===== src/hdl/pwm_pkg.sv =====
// package: constants, widths and kinds for the partial-write merge tracker
package pwm_pkg;
  localparam int GPR_W = 64;
  localparam int VEC_W = 128;
  localparam int TAG_W = 6;
  localparam int NREG = 16;
  localparam int RIDX_W = 4;
  localparam logic [3:0] SP_IDX = 4'h4;
  localparam int OFS_W = 16;
  localparam logic [TAG_W-1:0] TAG_NONE = 6'h00;

  // destination write kinds
  typedef enum logic [3:0] {
    PWM_WR_NONE = 4'h0,
    PWM_WR_GPR64 = 4'h1,
    PWM_WR_GPR32 = 4'h2,
    PWM_WR_GPR16 = 4'h3,
    PWM_WR_GPR8 = 4'h4,
    PWM_WR_VEC128 = 4'h5,
    PWM_WR_VEC_HALF = 4'h6,
    PWM_WR_VEC_LO32 = 4'h7,
    PWM_WR_VLD64 = 4'h8,
    PWM_WR_VLD32 = 4'h9,
    PWM_WR_VLO64_OP = 4'hA
  } pwm_wr_type;

  // stack pointer usage classes
  typedef enum logic [2:0] {
    PWM_SP_NONE = 3'h0,
    PWM_SP_PUSHPOP = 3'h1,
    PWM_SP_SRC = 3'h2,
    PWM_SP_MEM_NOIDX = 3'h3,
    PWM_SP_LEA = 3'h4,
    PWM_SP_DEST = 3'h5,
    PWM_SP_MEM_IDX = 3'h6,
    PWM_SP_MICRO = 3'h7
  } pwm_sp_type;

  // sync machine states, gray along idle->sync
  typedef enum logic [1:0] {
    PWM_ST_IDLE = 2'b00,
    PWM_ST_SYNC = 2'b01
  } pwm_state_type;
endpackage


===== src/hdl/pwm_tracker.sv =====
// partial-write merge dependency tracker and stack-pointer offset tracker
//
// Operation
// - partial writes merge new bits with old
// - merging write depends on last writer
// - integer register tracked as one 64-bit unit
// - vector register tracked as one 128-bit unit
// - vector 32-bit write merges remaining bits
// - scalar vector loads zero upper, no merge
// - 32-bit integer writes zero upper, independent
// - sub-32-bit integer writes merge
// - double move: memory zeroes, register merges
// - sqrt, converts, unpacks, half-moves merge low
// - dest-as-source adds no extra delay
// - track stack pointer for parallel push/pop
// - decouple call, ret, leave, sp reads
// - lea, sp writes, indexed, microcoded stay dependent
`timescale 1ns/1ps
module pwm_tracker (
  // clock and reset
  input wire logic ref_clk,
  input wire logic rst_n,
  // dispatch request
  input wire logic disp_valid,
  output logic disp_ready,
  input wire logic [pwm_pkg::TAG_W-1:0] disp_tag,
  input wire logic disp_is_vec,
  input wire logic [pwm_pkg::RIDX_W-1:0] disp_dst,
  input wire pwm_pkg::pwm_wr_type disp_wr,
  input wire logic disp_dst_is_src,
  input wire pwm_pkg::pwm_sp_type disp_sp,
  input wire logic signed [pwm_pkg::OFS_W-1:0] disp_sp_delta,
  // retirement of a writer clears its tracking
  input wire logic wb_valid,
  input wire logic [pwm_pkg::TAG_W-1:0] wb_tag,
  // dependency answer to execution
  output logic iss_valid,
  output logic [pwm_pkg::TAG_W-1:0] iss_tag,
  output logic iss_merge,
  output logic [pwm_pkg::TAG_W-1:0] iss_merge_tag,
  output logic [pwm_pkg::GPR_W/8-1:0] iss_keep_bytes_gpr,
  output logic [pwm_pkg::VEC_W/8-1:0] iss_keep_bytes_vec,
  output logic iss_sp_decoupled,
  output logic signed [pwm_pkg::OFS_W-1:0] iss_sp_offset,
  // stack pointer synchronisation to register state
  output logic sp_sync_valid,
  output logic signed [pwm_pkg::OFS_W-1:0] sp_sync_offset
);
  // one last-writer tag per whole register; 0 means no pending writer
  logic [pwm_pkg::TAG_W-1:0] gpr_last_r [pwm_pkg::NREG];
  logic [pwm_pkg::TAG_W-1:0] vec_last_r [pwm_pkg::NREG];
  logic signed [pwm_pkg::OFS_W-1:0] sp_ofs_r;
  logic signed [pwm_pkg::OFS_W-1:0] sp_ofs_nxt;
  pwm_pkg::pwm_state_type state_r;
  logic fire;
  logic merge_nxt;
  logic [pwm_pkg::TAG_W-1:0] prev_tag;
  logic [7:0] keep_gpr_nxt;
  logic [15:0] keep_vec_nxt;
  logic sp_decouple;
  logic sp_needs_sync;

  // stall one cycle for sync when an undecoupled sp user arrives with offset pending
  assign sp_decouple = (disp_sp inside {pwm_pkg::PWM_SP_PUSHPOP, pwm_pkg::PWM_SP_SRC,
                        pwm_pkg::PWM_SP_MEM_NOIDX});
  assign sp_needs_sync = (disp_sp inside {pwm_pkg::PWM_SP_LEA, pwm_pkg::PWM_SP_DEST,
                          pwm_pkg::PWM_SP_MEM_IDX, pwm_pkg::PWM_SP_MICRO})
                         && (sp_ofs_r != '0);
  assign disp_ready = !(sp_needs_sync && state_r == pwm_pkg::PWM_ST_IDLE);
  assign fire = disp_valid && disp_ready;
  assign prev_tag = disp_is_vec ? vec_last_r[disp_dst] : gpr_last_r[disp_dst];

  // classify the write: merge or zero-extend, and which bytes keep old contents
  always_comb begin
    merge_nxt = 1'b0;
    keep_gpr_nxt = 8'h00;
    keep_vec_nxt = 16'h0000;
    unique case (disp_wr)
      pwm_pkg::PWM_WR_GPR16: begin
        merge_nxt = 1'b1;
        keep_gpr_nxt = 8'hFC;
      end
      pwm_pkg::PWM_WR_GPR8: begin
        merge_nxt = 1'b1;
        keep_gpr_nxt = 8'hFE;
      end
      pwm_pkg::PWM_WR_VEC_HALF: begin
        merge_nxt = 1'b1;
        keep_vec_nxt = 16'hFF00;
      end
      pwm_pkg::PWM_WR_VEC_LO32: begin
        merge_nxt = 1'b1;
        keep_vec_nxt = 16'hFFF0;
      end
      pwm_pkg::PWM_WR_VLO64_OP: begin
        merge_nxt = 1'b1;
        keep_vec_nxt = 16'hFF00;
      end
      default: begin
        // full, 32-bit integer and scalar loads zero the rest
        merge_nxt = 1'b0;
      end
    endcase
  end

  // last-writer table per whole register, 64 or 128 bits each
  always_ff @(posedge ref_clk or negedge rst_n) begin
    if (!rst_n) begin
      for (int i = 0; i < pwm_pkg::NREG; i++) begin
        gpr_last_r[i] <= pwm_pkg::TAG_NONE;
        vec_last_r[i] <= pwm_pkg::TAG_NONE;
      end
    end else begin
      for (int i = 0; i < pwm_pkg::NREG; i++) begin
        if (wb_valid && gpr_last_r[i] == wb_tag) begin
          gpr_last_r[i] <= pwm_pkg::TAG_NONE;
        end
        if (wb_valid && vec_last_r[i] == wb_tag) begin
          vec_last_r[i] <= pwm_pkg::TAG_NONE;
        end
      end
      // a new writer wins over a same-cycle retirement
      if (fire && disp_wr != pwm_pkg::PWM_WR_NONE) begin
        if (disp_is_vec) begin
          vec_last_r[disp_dst] <= disp_tag;
        end else begin
          gpr_last_r[disp_dst] <= disp_tag;
        end
      end
    end
  end

  // answer to execution: merge source tag and kept-byte masks
  always_ff @(posedge ref_clk or negedge rst_n) begin
    if (!rst_n) begin
      iss_valid <= 1'b0;
      iss_tag <= pwm_pkg::TAG_NONE;
      iss_merge <= 1'b0;
      iss_merge_tag <= pwm_pkg::TAG_NONE;
      iss_keep_bytes_gpr <= '0;
      iss_keep_bytes_vec <= '0;
      iss_sp_decoupled <= 1'b0;
      iss_sp_offset <= '0;
    end else begin
      iss_valid <= fire;
      iss_tag <= disp_tag;
      // dest-as-source already waits on this tag, so merging costs nothing more
      iss_merge <= fire && merge_nxt && (prev_tag != pwm_pkg::TAG_NONE);
      iss_merge_tag <= merge_nxt ? prev_tag : pwm_pkg::TAG_NONE;
      iss_keep_bytes_gpr <= disp_is_vec ? 8'h00 : keep_gpr_nxt;
      iss_keep_bytes_vec <= disp_is_vec ? keep_vec_nxt : 16'h0000;
      iss_sp_decoupled <= fire && sp_decouple;
      // an op taken in the sync cycle sees the already synchronised pointer
      iss_sp_offset <= (state_r == pwm_pkg::PWM_ST_SYNC) ? '0 : sp_ofs_r;
    end
  end

  // running stack pointer offset held beside the architectural value
  always_comb begin
    sp_ofs_nxt = sp_ofs_r;
    if (state_r == pwm_pkg::PWM_ST_SYNC) begin
      sp_ofs_nxt = '0;
    end else if (fire && sp_decouple) begin
      sp_ofs_nxt = sp_ofs_r + disp_sp_delta;
    end else if (fire && disp_sp == pwm_pkg::PWM_SP_DEST) begin
      sp_ofs_nxt = '0;
    end
  end

  always_ff @(posedge ref_clk or negedge rst_n) begin
    if (!rst_n) begin
      sp_ofs_r <= '0;
    end else begin
      sp_ofs_r <= sp_ofs_nxt;
    end
  end

  // sync sequencer: one cycle pushes the pending offset into register state
  always_ff @(posedge ref_clk or negedge rst_n) begin
    if (!rst_n) begin
      state_r <= pwm_pkg::PWM_ST_IDLE;
      sp_sync_valid <= 1'b0;
      sp_sync_offset <= '0;
    end else begin
      unique case (state_r)
        pwm_pkg::PWM_ST_IDLE: begin
          sp_sync_valid <= 1'b0;
          if (disp_valid && sp_needs_sync) begin
            state_r <= pwm_pkg::PWM_ST_SYNC;
            sp_sync_valid <= 1'b1;
            sp_sync_offset <= sp_ofs_r;
          end
        end
        pwm_pkg::PWM_ST_SYNC: begin
          state_r <= pwm_pkg::PWM_ST_IDLE;
          sp_sync_valid <= 1'b0;
        end
      endcase
    end
  end

  // checks
  chk_merge_tag: assert property (@(posedge ref_clk) disable iff (!rst_n)
    iss_merge |-> iss_valid && iss_merge_tag != pwm_pkg::TAG_NONE)
    else $error("merge without a writer tag");
  chk_zero_ext: assert property (@(posedge ref_clk) disable iff (!rst_n)
    fire && disp_wr inside {pwm_pkg::PWM_WR_VLD64, pwm_pkg::PWM_WR_VLD32,
    pwm_pkg::PWM_WR_GPR32} |=> !iss_merge)
    else $error("zero-extending write merged");
  chk_gpr32_keep: assert property (@(posedge ref_clk) disable iff (!rst_n)
    fire && !disp_is_vec && disp_wr == pwm_pkg::PWM_WR_GPR32 |=> iss_keep_bytes_gpr == 8'h00)
    else $error("32-bit write kept upper bytes");
  chk_narrow_merge: assert property (@(posedge ref_clk) disable iff (!rst_n)
    fire && !disp_is_vec && disp_wr == pwm_pkg::PWM_WR_GPR8 |=> iss_keep_bytes_gpr == 8'hFE)
    else $error("byte write lost upper bytes");
  chk_vec_half: assert property (@(posedge ref_clk) disable iff (!rst_n)
    fire && disp_is_vec && disp_wr == pwm_pkg::PWM_WR_VEC_HALF
    |=> iss_keep_bytes_vec == 16'hFF00)
    else $error("half write did not keep high half");
  chk_vec_lo32: assert property (@(posedge ref_clk) disable iff (!rst_n)
    fire && disp_is_vec && disp_wr == pwm_pkg::PWM_WR_VEC_LO32
    |=> iss_keep_bytes_vec == 16'hFFF0)
    else $error("32-bit vector write did not merge");
  chk_sp_accum: assert property (@(posedge ref_clk) disable iff (!rst_n)
    fire && sp_decouple && state_r == pwm_pkg::PWM_ST_IDLE
    |=> sp_ofs_r == $past(sp_ofs_r) + $past(disp_sp_delta))
    else $error("stack offset not accumulated");
  chk_sp_sync: assert property (@(posedge ref_clk) disable iff (!rst_n)
    disp_valid && sp_needs_sync && state_r == pwm_pkg::PWM_ST_IDLE
    |-> !disp_ready ##1 sp_sync_valid ##1 sp_ofs_r == '0)
    else $error("stack pointer not synchronised");
  chk_no_stall: assert property (@(posedge ref_clk) disable iff (!rst_n)
    disp_valid && !sp_needs_sync
    |-> disp_ready ##1 (iss_valid && iss_tag == $past(disp_tag)))
    else $error("stall without sync need");
endmodule


===== config.mk =====
export PLATFORM = sky130hd
export DESIGN_NAME = pwm_tracker
export DESIGN_NICKNAME = d
export VERILOG_FILES = /design/src/hdl/pwm_pkg.sv /design/src/hdl/pwm_tracker.sv
export SDC_FILE = /design/constraint.sdc
export NUM_CORES = 1
export LEC_CHECK = 0
export BUFFER_PORTS_ARGS = -buffer_cell sky130_fd_sc_hd__buf_2
export CORE_MARGIN = 5
export CORE_UTILIZATION = 35
export DETAILED_ROUTE_END_ITERATION = 7
export PLACE_DENSITY_LB_ADDON = 0.08
export SETUP_SLACK_MARGIN = 0.02
export SKIP_CTS_REPAIR_TIMING = 1
export SLEW_MARGIN = 20
export SYNTH_ARGS = -nofsm -noshare
export SYNTH_HDL_FRONTEND = slang
export SYNTH_SLANG_ARGS = --single-unit
export TNS_END_PERCENT = 50

===== constraint.sdc =====
create_clock -name ref_clk -period 2.15 [get_ports ref_clk]
set_input_delay 0.3225 -clock ref_clk [delete_from_list [all_inputs] [get_ports ref_clk]]
set_output_delay 0.3225 -clock ref_clk [all_outputs]
set_load 0.005 [all_outputs]

==> key figures <==
Layout
  • Reg area: 6530 um2
  • Ratio of cells with drive above 1 in the final layout: 27.9%
  • Most frequent cells in the layout: dfrtp_1, nand2_1, nand2b_1, buf_4, o21ai_0
  • Final Net Count: 1897
  • Antenna diodes: 0
  • # fillers: 4111
  • Fin util: 45.3%
  • Layout area overhead: 27.6%
  • Commonest non-fill, non-tap cell in the layout: dfrtp_1
  • Area of the multi-input gates: 8480 um2
  • Final instance area: 19600 um2

STA
  • RSZ-0062 raised after global routing: true
  • Final min period: 2.25 ns
  • Final WS setup: -0.0954 ns
  • Worst Tran Pin Value: 0.858 ns
  • Final setup viols: 79
  • Worst Skew: 0.0226 ns
  • Endpoints failing hold: 0
  • Sum Neg Setup Slack: -2.54 ns
  • Fmax: 445 MHz
  • Hold Worst Slack: 0.0140 ns
  • Count of pins over their slew limit: 0
  • Slew HR: 42.2%
  • Period utilisation layout: 104%

Global routing
  • Largest net degree at the start of global routing: 76
  • Global-route wire length before repair: 76700 um
  • Total congestion overflow: 0
  • Initial antenna violation count: 2
  • Vias in the first global route: 12.5k
  • Total track usage: 20.7%

Worst setup path
  • Flop2flop setup slack: -0.1 ns
  • CP max stage delay: 0.39 ns
  • Crit-path most repeated cell: buf_4
  • Worst Path Required: 2.63 ns
  • CP top delay family: simple AND/OR/NAND/NOR gates
  • CP Max Fanout: 6
  • Setup crit end kind: register
  • Crit path buf inv count: 5
  • CP cell instances: nor4_2 -> buf_4 -> a41oi_2 -> nor2b_2 -> buf_6 -> nand3_4 -> buf_12 -> nor3_4 -> buf_4 -> buf_8 -> nand2_2 -> o21ai_1
  • Critical path class: reg -> reg
  • Slowest CP cell: dfrtp_1
  • Worst Setup Start Kind: register
  • Critical path arrival: 2.72 ns

Power
  • Pleak: 8.60 nW
  • Power density over the cells: 936 nW/um2
  • Peak VDD IR: 642 uV

Die
  • Die X: 220 um
  • Core area: 43300 um2
  • # rows: 76
  • Die Area: 48200 um2
  • Die Ht: 220 um
  • Initial Util: 35.5%
  • # IOs: 118

Yosys
  • Post-synthesis mux area share: 7.71%
  • Top FF cell, synth: dfrtp_1
  • Post-Syn Area: 15400 um2
  • Gate Count Post-Synth: 1599
  • Syn_area_per_cell: 9.61 um2
  • Post-synthesis compound-gate area fraction: 10.0%
  • Share of flip-flops with an asynchronous set or reset: 100%
  • Count of unique library cells instantiated by Yosys: 67
  • Post-synthesis sequential area ratio: 42.5%
  • EDFF count, synth: 0
  • Yosys reg bits: 261
  • Synth Area in Simple Gates: 21.7%
  • XOR/XNOR Fraction of Synth Area: 11.6%
  • Synthesis Warnings: 0
  • Largest family of logic cells by synthesized area: simple AND/OR/NAND/NOR gates
  • Post-synthesis adder-cell area fraction: 1.35%

Placement
  • Gpl congestion: 0.860
  • Post-DP Area: 17700 um2
  • Placement Setup Slack: -0.284 ns
  • Detailed placer's ending HPWL: 34400 um
  • # port buffers: 111

Status
  • Status: complete, but fails checks
  • Failing checks: negative setup slack

Drt
  • Post-Route WL: 50500 um
  • Detailed Routing Iterations Pass 1: 5
  • Final ANT Viol Nets: 0
  • Initial detailed-routing violation count: 667
  • Vias per cell: 5.08
  • Vias: 12.4k
  • Number of remaining DRC errors: 0
  • Post-DR wirelength/cell: 20.7 um

CTS
  • Clk sinks: 261
  • Deepest clock path buffer count: 3
  • TritonCTS clock tree: done
  • CTS clock-pin slew for the worst setup and hold paths: 0.06 ns
  • Root Buffer: clkbuf_16
  • Clk_lat worst skew: 0.56 ns
  • H-tree depth: 2
  • Num CTS Buffers: 34

Worst hold path
  • Hold Path Class: in -> reg

Run
  • Maxcap violations: 0
flip-flops by register name, indices dropped and copies added, names as in the netlist:
| signal | cells |
|---|---|
| gpr_last_r | 96 |
| iss_keep_bytes_gpr | 2 |
| iss_keep_bytes_vec | 2 |
| iss_merge | 1 |
| iss_merge_tag | 6 |
| iss_sp_decoupled | 1 |
| iss_sp_offset | 16 |
| iss_tag | 6 |
| iss_valid | 1 |
| sp_ofs_r | 16 |
| sp_sync_offset | 16 |
| sp_sync_valid | 1 |
| state_r | 1 |
| vec_last_r | 96 |
layer usage:
| metal | track usage (%) | up-vias | wire, um |
|---|---|---|---|
| li1 | - | 5898 | - |
| met5 | 0 | - | 21 |
| met2 | 33.4 | 278 | 23800 |
| met3 | 3.70 | 66 | 2480 |
| met1 | 28.8 | 6154 | 23200 |
| met4 | 5.90 | 4 | 952 |
cell families (layout without fill, tap and decap cells):
| family | after synthesis | after routing |
|---|---|---|
| muxes | 52 | 52 |
| adders and majority gates | 16 | 16 |
| xor gates and xnor gates | 203 | 203 |
| other | 1 | 5 |
| DFF | 261 | 261 |
| buffers and inverters | 139 | 392 |
| and+or+nand+nor | 647 | 647 |
| AOI/OAI and AO/OA | 280 | 280 |
area by class of cell:
cell class	count	share of cell area (%)
clock buffer	44	5.00
clock inverter	12	0.976
inverter	13	0.262
multi-input combinational	1203	43.2
sequential	261	33.3
tap	585	3.73
timing repair buffer	323	13.5
cells in the mapped netlist, types with 3 or more instances:
cell type	count	share of area, %
o21ai_1	43	1.4
mux2_2	3	0.22
mux4_1	16	2.7
a21o_1	5	0.24
ha_1	15	1.2
or4_4	3	0.22
inv_1	13	0.32
nor3_1	12	0.39
o22ai_1	10	0.41
a211oi_1	9	0.44
a22oi_1	6	0.29
nand4_1	34	1.4
nor2_1	39	0.95
buf_6	3	0.22
clkbuf_8	7	0.63
buf_4	20	0.98
nand2b_1	198	8.1
clkbuf_1	38	0.93
nand3_1	4	0.13
dfrtp_1	261	42
or2_2	3	0.12
nand3_2	4	0.26
nor4_1	37	1.5
a21oi_1	18	0.59
and3_1	3	0.12
nor3_2	5	0.33
buf_1	6	0.15
o21ai_0	169	5.5
nand2_1	269	6.6
mux4_2	32	4.7
buf_2	49	1.6
xor2_1	103	5.9
nor2b_1	20	0.81
xnor2_1	100	5.7
final timing paths:
kind,from,endpoint,cells after the start
worst max register to register,sp_ofs_r[3],vec_last_r[42],12
worst max-delay path,sp_ofs_r[3],vec_last_r[42],12
min in group asynchronous,rst_n,gpr_last_r[94],2
worst min-delay path,disp_wr[0],iss_keep_bytes_gpr[1],2
worst min register to register,sp_sync_offset[6],sp_sync_offset[6],2
max in group asynchronous,rst_n,sp_ofs_r[6],3
where the power goes:
part,leakage (nW),switching [W],total [W],internal [W]
combinational,4.55,0.00258,0.00525,0.00267
sequential,3.47,0.00107,0.00705,0.00599
clock,0.576,0.00234,0.00604,0.00370
total,8.60,0.00599,0.0183,0.0124
per-stage QoR:
stage,std cells,total power [W]
5_1_grt,2441,0.0194
2_1_floorplan,1603,0.00979
3_3_place_gp,2369,0.0121
4_1_cts,2425,0.0183
6_report,2441,0.0183
3_5_place_dp,2369,0.0121
No activity file was read; power rests on OpenSTA's default activity.
